File: src/logic/pmv_pkg.sv
package pmv_pkg;

  // ----------------------------------------
  // clock and switching interval
  // ----------------------------------------
  localparam int CLK_HZ = 40_000_000;
  localparam int FSW_DEFAULT_HZ = 1_000_000;
  localparam int PERIOD_CYC_DEFAULT = CLK_HZ / FSW_DEFAULT_HZ;
  localparam int PERIOD_CYC_MIN = 2;

  // ----------------------------------------
  // reference code decoding
  // ----------------------------------------
  localparam logic [7:0] PRI_FIRST_CODE = 8'h02;
  // reference in 6.25 mV steps: 256 steps is 1.60000 V
  localparam logic [8:0] PRI_TOP_STEPS = 9'h100;
  localparam int CODE_TOP_POS = 7;

  // ----------------------------------------
  // reset values
  // ----------------------------------------
  localparam logic [8:0] REF_RESET = 9'h000;
  // edges after reset release before the synchronised strap is valid
  localparam logic [1:0] STRAP_SETTLE = 2'h2;

  typedef enum logic [1:0] {
    PMV_TBL_PRI,
    PMV_TBL_5BIT,
    PMV_TBL_6BIT
  } pmv_tbl_t;

  typedef enum logic [1:0] {
    PMV_ST_ARMED,
    PMV_ST_HIGH,
    PMV_ST_DONE
  } pmv_st_t;

endpackage

File: src/logic/pmv_sync.sv
`timescale 1ns/1ps
module pmv_sync #(
  parameter int W = 1
) (
  input wire logic sys_clk_i,
  input wire logic rst_n_i,
  input wire logic [W-1:0] async_i,
  output logic [W-1:0] sync_o
);
  logic [W-1:0] stage1;

  initial begin
    if (W < 1) $error("pmv_sync: W must be at least 1");
  end

  // first stage is read only by the second
  always_ff @(posedge sys_clk_i) begin
    if (!rst_n_i) begin
      stage1 <= '0;
      sync_o <= '0;
    end else begin
      stage1 <= async_i;
      sync_o <= stage1;
    end
  end
endmodule

File: src/logic/pmv_top.sv
`timescale 1ns/1ps
// Functional notes
// - Each pulse interval lasts one period set by the frequency-set input.
// - The pulse may rise anywhere in an interval and fall right after rising.
// - At interval start the pulse stays low while the amp is below the ramp.
// - A low pulse turns the upper switch off and the lower switch on.
// - Amplifier crossing the ramp raises the pulse, upper on and lower off.
// - The pulse stays high until the amp crosses the ramp again, then falls.
// - Only one rising edge per interval, re-armed at the next interval start.
// - The strap and the top code bit pick the primary, 5-bit or 6-bit table.
// - Primary codes 0 and 1 are off, code 2 is 1.6 V, then 6.25 mV less a step.
module pmv_top #(
  parameter int CW = 16,
  parameter int PERIOD_CYC = pmv_pkg::PERIOD_CYC_DEFAULT
) (
  input wire logic sys_clk_i,
  input wire logic rst_n_i,
  input wire logic [CW-1:0] freq_set_pin_i,
  input wire logic amp_above_ramp_i,
  input wire logic [7:0] code_i,
  input wire logic strap_resistor_i,
  output logic pwm_o,
  output logic upper_on_o,
  output logic lower_on_o,
  output logic interval_start_o,
  output logic output_off_o,
  output logic [8:0] reference_level_o,
  output pmv_pkg::pmv_tbl_t table_sel_o
);
  import pmv_pkg::*;

  // ----------------------------------------
  // elaboration checks
  // ----------------------------------------
  initial begin
    if (CW < 2) $error("pmv_top: CW must be at least 2");
    if (PERIOD_CYC < PERIOD_CYC_MIN) $error("pmv_top: PERIOD_CYC too small");
    if (PERIOD_CYC >= (1 << CW)) $error("pmv_top: PERIOD_CYC exceeds CW");
  end

  // ----------------------------------------
  // input synchronisers
  // ----------------------------------------
  logic [CW-1:0] fs_s;
  logic cmp_s;
  logic [7:0] code_s;
  logic strap_s;

  pmv_sync #(
    .W(CW + 10)
  ) u_sync (
    .sys_clk_i(sys_clk_i),
    .rst_n_i(rst_n_i),
    .async_i({freq_set_pin_i, amp_above_ramp_i, code_i, strap_resistor_i}),
    .sync_o({fs_s, cmp_s, code_s, strap_s})
  );

  // ----------------------------------------
  // state
  // ----------------------------------------
  typedef struct packed {
    logic [CW-1:0] cnt;
    logic [CW-1:0] period;
    pmv_st_t st;
    logic pwm;
    logic [1:0] settle;
    logic strap_seen;
    logic strap;
    pmv_tbl_t tbl;
    logic off;
    logic [8:0] ref_lvl;
  } pmv_state_t;

  pmv_state_t cur;
  pmv_state_t next_cur;

  localparam logic [CW-1:0] PERIOD_INIT = CW'(PERIOD_CYC);
  localparam logic [CW-1:0] PERIOD_FLOOR = CW'(PERIOD_CYC_MIN);

  logic start;
  assign start = (cur.cnt == '0);

  always_comb begin
    pmv_st_t eff;
    eff = cur.st;
    next_cur = cur;

    // interval timer; new period only at the wrap so an interval never tears
    if (cur.cnt == cur.period - CW'(1)) begin
      next_cur.cnt = '0;
      next_cur.period = (fs_s < PERIOD_FLOOR) ? PERIOD_FLOOR : fs_s;
    end else begin
      next_cur.cnt = cur.cnt + CW'(1);
    end

    // a pulse spanning the boundary keeps its edge; otherwise re-arm
    if (start && cur.st == PMV_ST_DONE) begin
      eff = PMV_ST_ARMED;
    end

    case (eff)
      PMV_ST_ARMED: begin
        if (cmp_s && !cur.off) begin
          next_cur.st = PMV_ST_HIGH;
          next_cur.pwm = 1'b1;
        end else begin
          next_cur.st = PMV_ST_ARMED;
          next_cur.pwm = 1'b0;
        end
      end
      PMV_ST_HIGH: begin
        if (!cmp_s || cur.off) begin
          next_cur.st = PMV_ST_DONE;
          next_cur.pwm = 1'b0;
        end
      end
      default: begin
        // no second rise until the next interval
        next_cur.st = PMV_ST_DONE;
        next_cur.pwm = 1'b0;
      end
    endcase

    // strap is caught once; the synchroniser still shows its reset value
    // for two edges after release, so wait for it to flush
    if (cur.settle != STRAP_SETTLE) begin
      next_cur.settle = cur.settle + 2'h1;
    end else if (!cur.strap_seen) begin
      next_cur.strap_seen = 1'b1;
      next_cur.strap = strap_s;
    end

    // table select follows the top code bit live in strap-high mode
    if (!cur.strap) begin
      next_cur.tbl = PMV_TBL_PRI;
    end else if (code_s[CODE_TOP_POS]) begin
      next_cur.tbl = PMV_TBL_5BIT;
    end else begin
      next_cur.tbl = PMV_TBL_6BIT;
    end

    // only the primary table is decoded here; other tables hold level zero
    if (next_cur.tbl != PMV_TBL_PRI) begin
      next_cur.off = 1'b0;
      next_cur.ref_lvl = REF_RESET;
    end else if (code_s < PRI_FIRST_CODE) begin
      next_cur.off = 1'b1;
      next_cur.ref_lvl = REF_RESET;
    end else begin
      next_cur.off = 1'b0;
      next_cur.ref_lvl = PRI_TOP_STEPS - 9'(code_s - PRI_FIRST_CODE);
    end
  end

  always_ff @(posedge sys_clk_i) begin
    if (!rst_n_i) begin
      cur.cnt <= '0;
      cur.period <= PERIOD_INIT;
      cur.st <= PMV_ST_ARMED;
      cur.pwm <= 1'b0;
      cur.settle <= 2'h0;
      cur.strap_seen <= 1'b0;
      cur.strap <= 1'b0;
      cur.tbl <= PMV_TBL_PRI;
      cur.off <= 1'b1;
      cur.ref_lvl <= REF_RESET;
    end else begin
      cur <= next_cur;
    end
  end

  // ----------------------------------------
  // outputs
  // ----------------------------------------
  assign pwm_o = cur.pwm;
  assign upper_on_o = cur.pwm;
  assign lower_on_o = !cur.pwm;
  assign interval_start_o = start;
  assign output_off_o = cur.off;
  assign reference_level_o = cur.ref_lvl;
  assign table_sel_o = cur.tbl;

  // ----------------------------------------
  // checks
  // ----------------------------------------
  logic [1:0] rises;
  always_ff @(posedge sys_clk_i) begin
    if (!rst_n_i) begin
      rises <= 2'h0;
    end else if (start) begin
      rises <= {1'b0, next_cur.pwm && !cur.pwm};
    end else if (next_cur.pwm && !cur.pwm && rises != 2'h3) begin
      rises <= rises + 2'h1;
    end
  end
endmodule

File: config.mk
export PLATFORM = sky130hd
export DESIGN_NAME = pmv_top
export DESIGN_NICKNAME = d
export VERILOG_FILES = /design/src/logic/pmv_pkg.sv /design/src/logic/pmv_sync.sv /design/src/logic/pmv_top.sv
export SDC_FILE = /design/constraint.sdc
export NUM_CORES = 1
export LEC_CHECK = 0
export BUFFER_PORTS_ARGS = -buffer_cell sky130_fd_sc_hd__buf_2
export CORE_AREA = 2 2 124 126
export CTS_CLUSTER_SIZE = 8
export DETAILED_ROUTE_END_ITERATION = 10
export DIE_AREA = 0 0 126 128
export GPL_ROUTABILITY_DRIVEN = 0
export PLACE_DENSITY = 0.53
export SYNTH_ARGS = -nofsm -noshare
export SYNTH_HDL_FRONTEND = slang
export SYNTH_SLANG_ARGS = --single-unit
File: constraint.sdc
create_clock -name sys_clk_i -period 3.3 [get_ports sys_clk_i]
set_input_delay 0.66 -clock sys_clk_i [delete_from_list [all_inputs] [get_ports sys_clk_i]]
set_output_delay 0.66 -clock sys_clk_i [all_outputs]
set_load 0.01 [all_outputs]
# --- Yosys cells after proc, flatten, opt, wreduce, memory -nomap -nowiden ---
# Index checks and enable logic that the tools add are counted.
word_totals:
  word_cells: 48
  in_bits: 28
  regBits: 103
op_classes:
  eq_ne: 5
  add_sub_neg: 5
  bitwise: 3
  magnitude_cmp: 2
  mux: 9
  n_reduce_logical: 12
ops:
  columns: ["op", "n"]
  rows:
  - ["10-bit two-way mux", 2]
  - ["16-bit by 1-bit adder with 16-bit output (second input constant)", 1]
  - ["16-bit equality test", 1]
  - ["16-bit zero test", 1]
  - ["16-bit by 2-bit less-than comparator with 1-bit output (second input constant)", 1]
  - ["16-bit two-way mux", 1]
  - ["16-bit by 1-bit subtractor with 16-bit output (second input constant)", 1]
  - ["8-bit by 2-bit subtractor with 9-bit output (second input constant)", 1]
  - ["9-bit subtractor (first input constant)", 1]
  - ["8-bit by 2-bit less-than comparator with 1-bit output (second input constant)", 1]
  - ["2-bit two-way mux", 4]
  - ["3-bit one-hot mux with 2 select lines", 1]
  - ["2-bit != test (second input constant)", 2]
  - ["1-bit zero test", 3]
  - ["3-bit two-way mux", 1]
  - ["1-bit NOT", 3]
  - ["3-bit OR reduction", 1]
  - ["2-bit by 1-bit adder with 2-bit output (second input constant)", 1]
  - ["2-bit by 1-bit equality test with 1-bit output (second input constant)", 1]
  - ["2-bit equality test (second input constant)", 1]
  - ["1-bit logical AND", 2]
  - ["2-bit zero test", 1]
  - ["2-bit AND reduction", 1]
  - ["2-bit nonzero test", 1]
  - ["2 further kinds", 2]

# --- Depth between registers and ports, before layout ---
logic_depth:
  depth_word: 5
  ltp_mapped: 10

# --- Modules after synthesis ---
# A second synthesis with hierarchy kept.
unflattened:
  hier_cells: 431
  hier_area_um2: 4241.6
modules_own_cells:
  columns: ["mod", "area_per_inst_um2", "n_inst", "cells_per_inst"]
  rows:
  - ["pmv_top", 2785.2, 1, 322]
  - ["pmv_sync", 1456.4, 1, 109]

# --- Least setup slack after synthesis ---
# Ideal clock, no wire load.
synth_timing:
  kind: "reg2reg"
  start: "reg cur[19] in the netlist's numbering"
  end: "reg cur[20] in the netlist's numbering"
  required_ns: 3.228
  path_buffers: 2
  path_slack_ns: 0.613
  path_stages_with_launch: 11
  arrival_time_ns: 2.615
  setup_time_ns: 0.072
  cell_sequence: "dfxtp_1 > inv_1 > ha_1 > or4b_1 > clkbuf_1 > a2111oi_2 > o32ai_1 > a2111o_1 > nor4_4 > buf_6 > mux2i_1"
synth_via:
  elab_chain_cells: 2
synth_lines:
  columns: ["element", "line_no", "text"]
  rows:
  - ["start: declaration", "pmv_top.sv:74", "pmv_state_t cur;"]
  - ["start signal: assignment", "pmv_top.sv:168", "cur <= next_cur;"]
  - ["16-bit by 1-bit subtractor with 16-bit output", "pmv_top.sv:89", "if (cur.cnt == cur.period - CW'(1)) begin"]
  - ["16-bit equality test", "pmv_top.sv:89", null]
# Every way passes these cells.
# A chain may end at the register's enable or synchronous reset.

# --- Worst setup path after layout ---
layout_timing:
  start: "reg cur[19] in the netlist's numbering"
  end: "reg cur[36] in the netlist's numbering"
layout_via:
  elab_chain_cells: 3
layout_lines:
  columns: ["element", "line_no"]
  rows:
  - ["16-bit by 1-bit subtractor with 16-bit output", "pmv_top.sv:89"]
  - ["16-bit equality test", "pmv_top.sv:89"]
  - ["2-bit OR reduction (no source line)", null]
# Every way passes these cells.

==> results.toml <==
[clock_tree]
cts.sinks = 102
cts_resized = 0
cts_tree = "yes"
hold_buffers = 0
cts_setup_buffers = 0
cts_root_buf = "clkbuf_16"
htreeDepth = 3
clock_latency_ns = 0.34
clk_pin_slew_ns = 0.07
clk_path_buf_depth = 2
numCtsBuffers = 9

[critical_path]
rrSetupSlack_ns = 0.42
cp_data_required_time_ns = 3.53
cp-startpoint = "cur[19]"
crit_arrival_ns = 3.11
critPathLaunchType = "register"
crit_end = "cur[36]"
r2r-end = "cur[36]"
timing.rr.start = "cur[19]"
worst-path-max-fanout = 26
r2r_cells = 9
crit_type = "register to register"
end_kind = "register"

[timing]
setup_viol = 0
drv_slew = 0
period_share_pct = 87.22
finalHoldViolations = 0
grt_setup_unrepaired = "no"
max_slew_margin_pct = 65.36
tightest_slew_ns = 0.5195
fin_skew_ns = 0.004346
setup-tns-final_ns = 0
fmax_mhz = 347.4
fin_crit_ns = 2.878

[logic_synthesis]
syn_inst = 433
synth_edf_count = 0
ys_seq_area_share_pct = 48.56
synth_warnings = 0
ys_types = 53
syn-num-nets = 466
synth_area_um2 = 4205
async_reset_ff_share_pct = 0
yosys_most_used_dff = "dfxtp_1"
synth-seq-cells = 102
synth_area_per_cell_um2 = 9.712

[place]
portBuffers = 43
dpl.hpwl_mm = 5.705
dp.cells = 631

[pwr]
p_per_area_nw_per_um2 = 533.3
max-vdd-ir-drop_uv = 228.0
intPower_w = 0.002009
swShare_pct = 21.77
p_leak_nw = 1.835
power_frac_comb_pct = 6.4
p_switching_w = 0.0005591
clock_power_share_pct = 42.4
pwr-share-seq_pct = 51.3
finalPower_w = 0.002568

[global_route]
grt_use_total_pct = 10.08
antenna_found_initial = 0
grt_max_degree = 43
grt_first_pass_wirelength_mm = 13.08
overflow = 0
grt_pass1_vias = 2787

[floorplanning]
rows = 45
die_area_um2 = 16130
core-area_um2 = 14860
die_x_um = 126
ios = 44
initial_core_util_pct = 28.29
dieHeight_um = 128

[finish]
area_growth_syn_to_layout_pct = 14.52
final_common_cell = "dfxtp_1"
finalNonFillerCells = 647
final_core_utilization_pct = 32.40
final_cell_mix = "dfxtp_1, and2_1, buf_2"
n_antenna_cell = 0
drive_gt1_share_pct = 15.25
nNetsFinal = 487

[route]
routed_via_density = 4.504
firstDrtPassIters = 4
vias = 2914
wirelength_mm = 7.798
ant_nets = 0
wl_per_cell_um = 12.05
drt_iter0_drc = 123
route.detailed.drc = 0

[outcome]
status = "finished, final reports clean"

[flow_run]
maxCapViolCount = 0

[hold_path]
hold_path_class = "register to register"
-- final cells by class --
| class | instances | area [µm²] |
|---|---|---|
| inverters | 10 | 37.54 |
| fillers | 1559 | 10050 |
| repair buffers | 47 | 257.7 |
| clock inverters | 5 | 65.06 |
| multi-input cells | 284 | 1926 |
| clock buffers | 11 | 252.7 |
| flip-flops and latches | 102 | 2042 |
| well taps | 188 | 235.2 |
-- power by group through the flow --
stage	combinational, W	sequential, W	clock [W]
finish	0.000163	0.00132	0.00109
global route	0.000191	0.00132	0.00117
CTS	0.000167	0.00132	0.00112
detailed placement	0.000167	0.00135	0
global placement	0.000162	0.00134	0
floorplan	0.000130	0.00134	0
-- metrics by stage --
step | hold WS (ns) | setup WS [ns] | instance area (µm²)
finish | 0.4299 | 0.4217 | 4816
global route | 0.4429 | 0.2306 | 4816
CTS | 0.4330 | 0.4036 | 4816
detailed placement | 0.4184 | 0.4148 | 4498
global placement | 0.4146 | 0.4820 | 4498
floorplan | 0.4119 | 0.6132 | 4205
-- Yosys cell counts, types with 3 or more instances --
cell type    n  share of area [%]
nor4_1       7                1.0
or3_1        8                1.2
xor2_1      17                3.5
buf_4       12                2.1
or4_1        5               0.89
and3_1       5               0.74
nor2b_1      8                1.2
and2_1      54                8.0
nand4_1      5               0.74
inv_1       10               0.89
clkbuf_1    22                2.0
o21ai_0      7               0.83
xnor2_1     20                4.2
nor2_1      18                1.6
nand2_1     36                3.2
mux2i_1     18                4.3
nand2b_1     3               0.45
nor3_1       8               0.95
nand3_1      8               0.95
ha_1         5                1.5
dfxtp_1    102                 49
a21oi_1      3               0.36
nor3b_1     15                2.7
-- per-layer routing --
layer  routed length [µm]  global-route usage (%)  part of all wire [%]  vias to the layer above
met2                 3621                   16.00                    46                       62
li1                     -                       -                     -                     1483
met1                 3659                   12.54                    47                     1351
met3                  274                   2.504                   3.5                       18
met4                  243                   5.688                   3.1                        0
met5                    0                       0                     0                        -
-- critical path, cell delays in order, from the launching register on --
cell and delay [ns]:
dfxtp_1 0.35, inv_1 0.07, ha_1 0.23, or4b_1 0.61, a2111oi_2 0.32, o32ai_1 0.11
a2111o_1 0.43, nor4_4 0.23, buf_12 0.23, and3b_1 0.19
-- state kept, by name, indices dropped and copies added, names as in the netlist --
signal / cells
output_off_o: 1
cur: 38
u_sync.stage1: 26
table_sel_o: 2
reference_level_o: 9
u_sync.sync_o: 26
-- logic make-up after synthesis --
family	synth area share (%)
AND/OR/NAND/NOR	27.11
flip-flops	48.56
buffers and inverters	5.653
XOR/XNOR	7.706
AO/OA/AOI/OAI	5.207
multiplexers	4.284
adder cells (fa/ha/maj)	1.488
-- worst min-delay path by stage --
stage	start	end	slack, ns	cells past startpoint
after floorplan	u_sync.stage1[0]	u_sync.sync_o[0]	0.41	1
after global placement	u_sync.stage1[14]	u_sync.sync_o[14]	0.41	1
after detailed placement	u_sync.stage1[13]	u_sync.sync_o[13]	0.42	1
after CTS	u_sync.stage1[13]	u_sync.sync_o[13]	0.43	1
after global routing	u_sync.stage1[2]	u_sync.sync_o[2]	0.44	1
final	u_sync.stage1[13]	u_sync.sync_o[13]	0.43	1
Power figures use the tool's default switching activity.
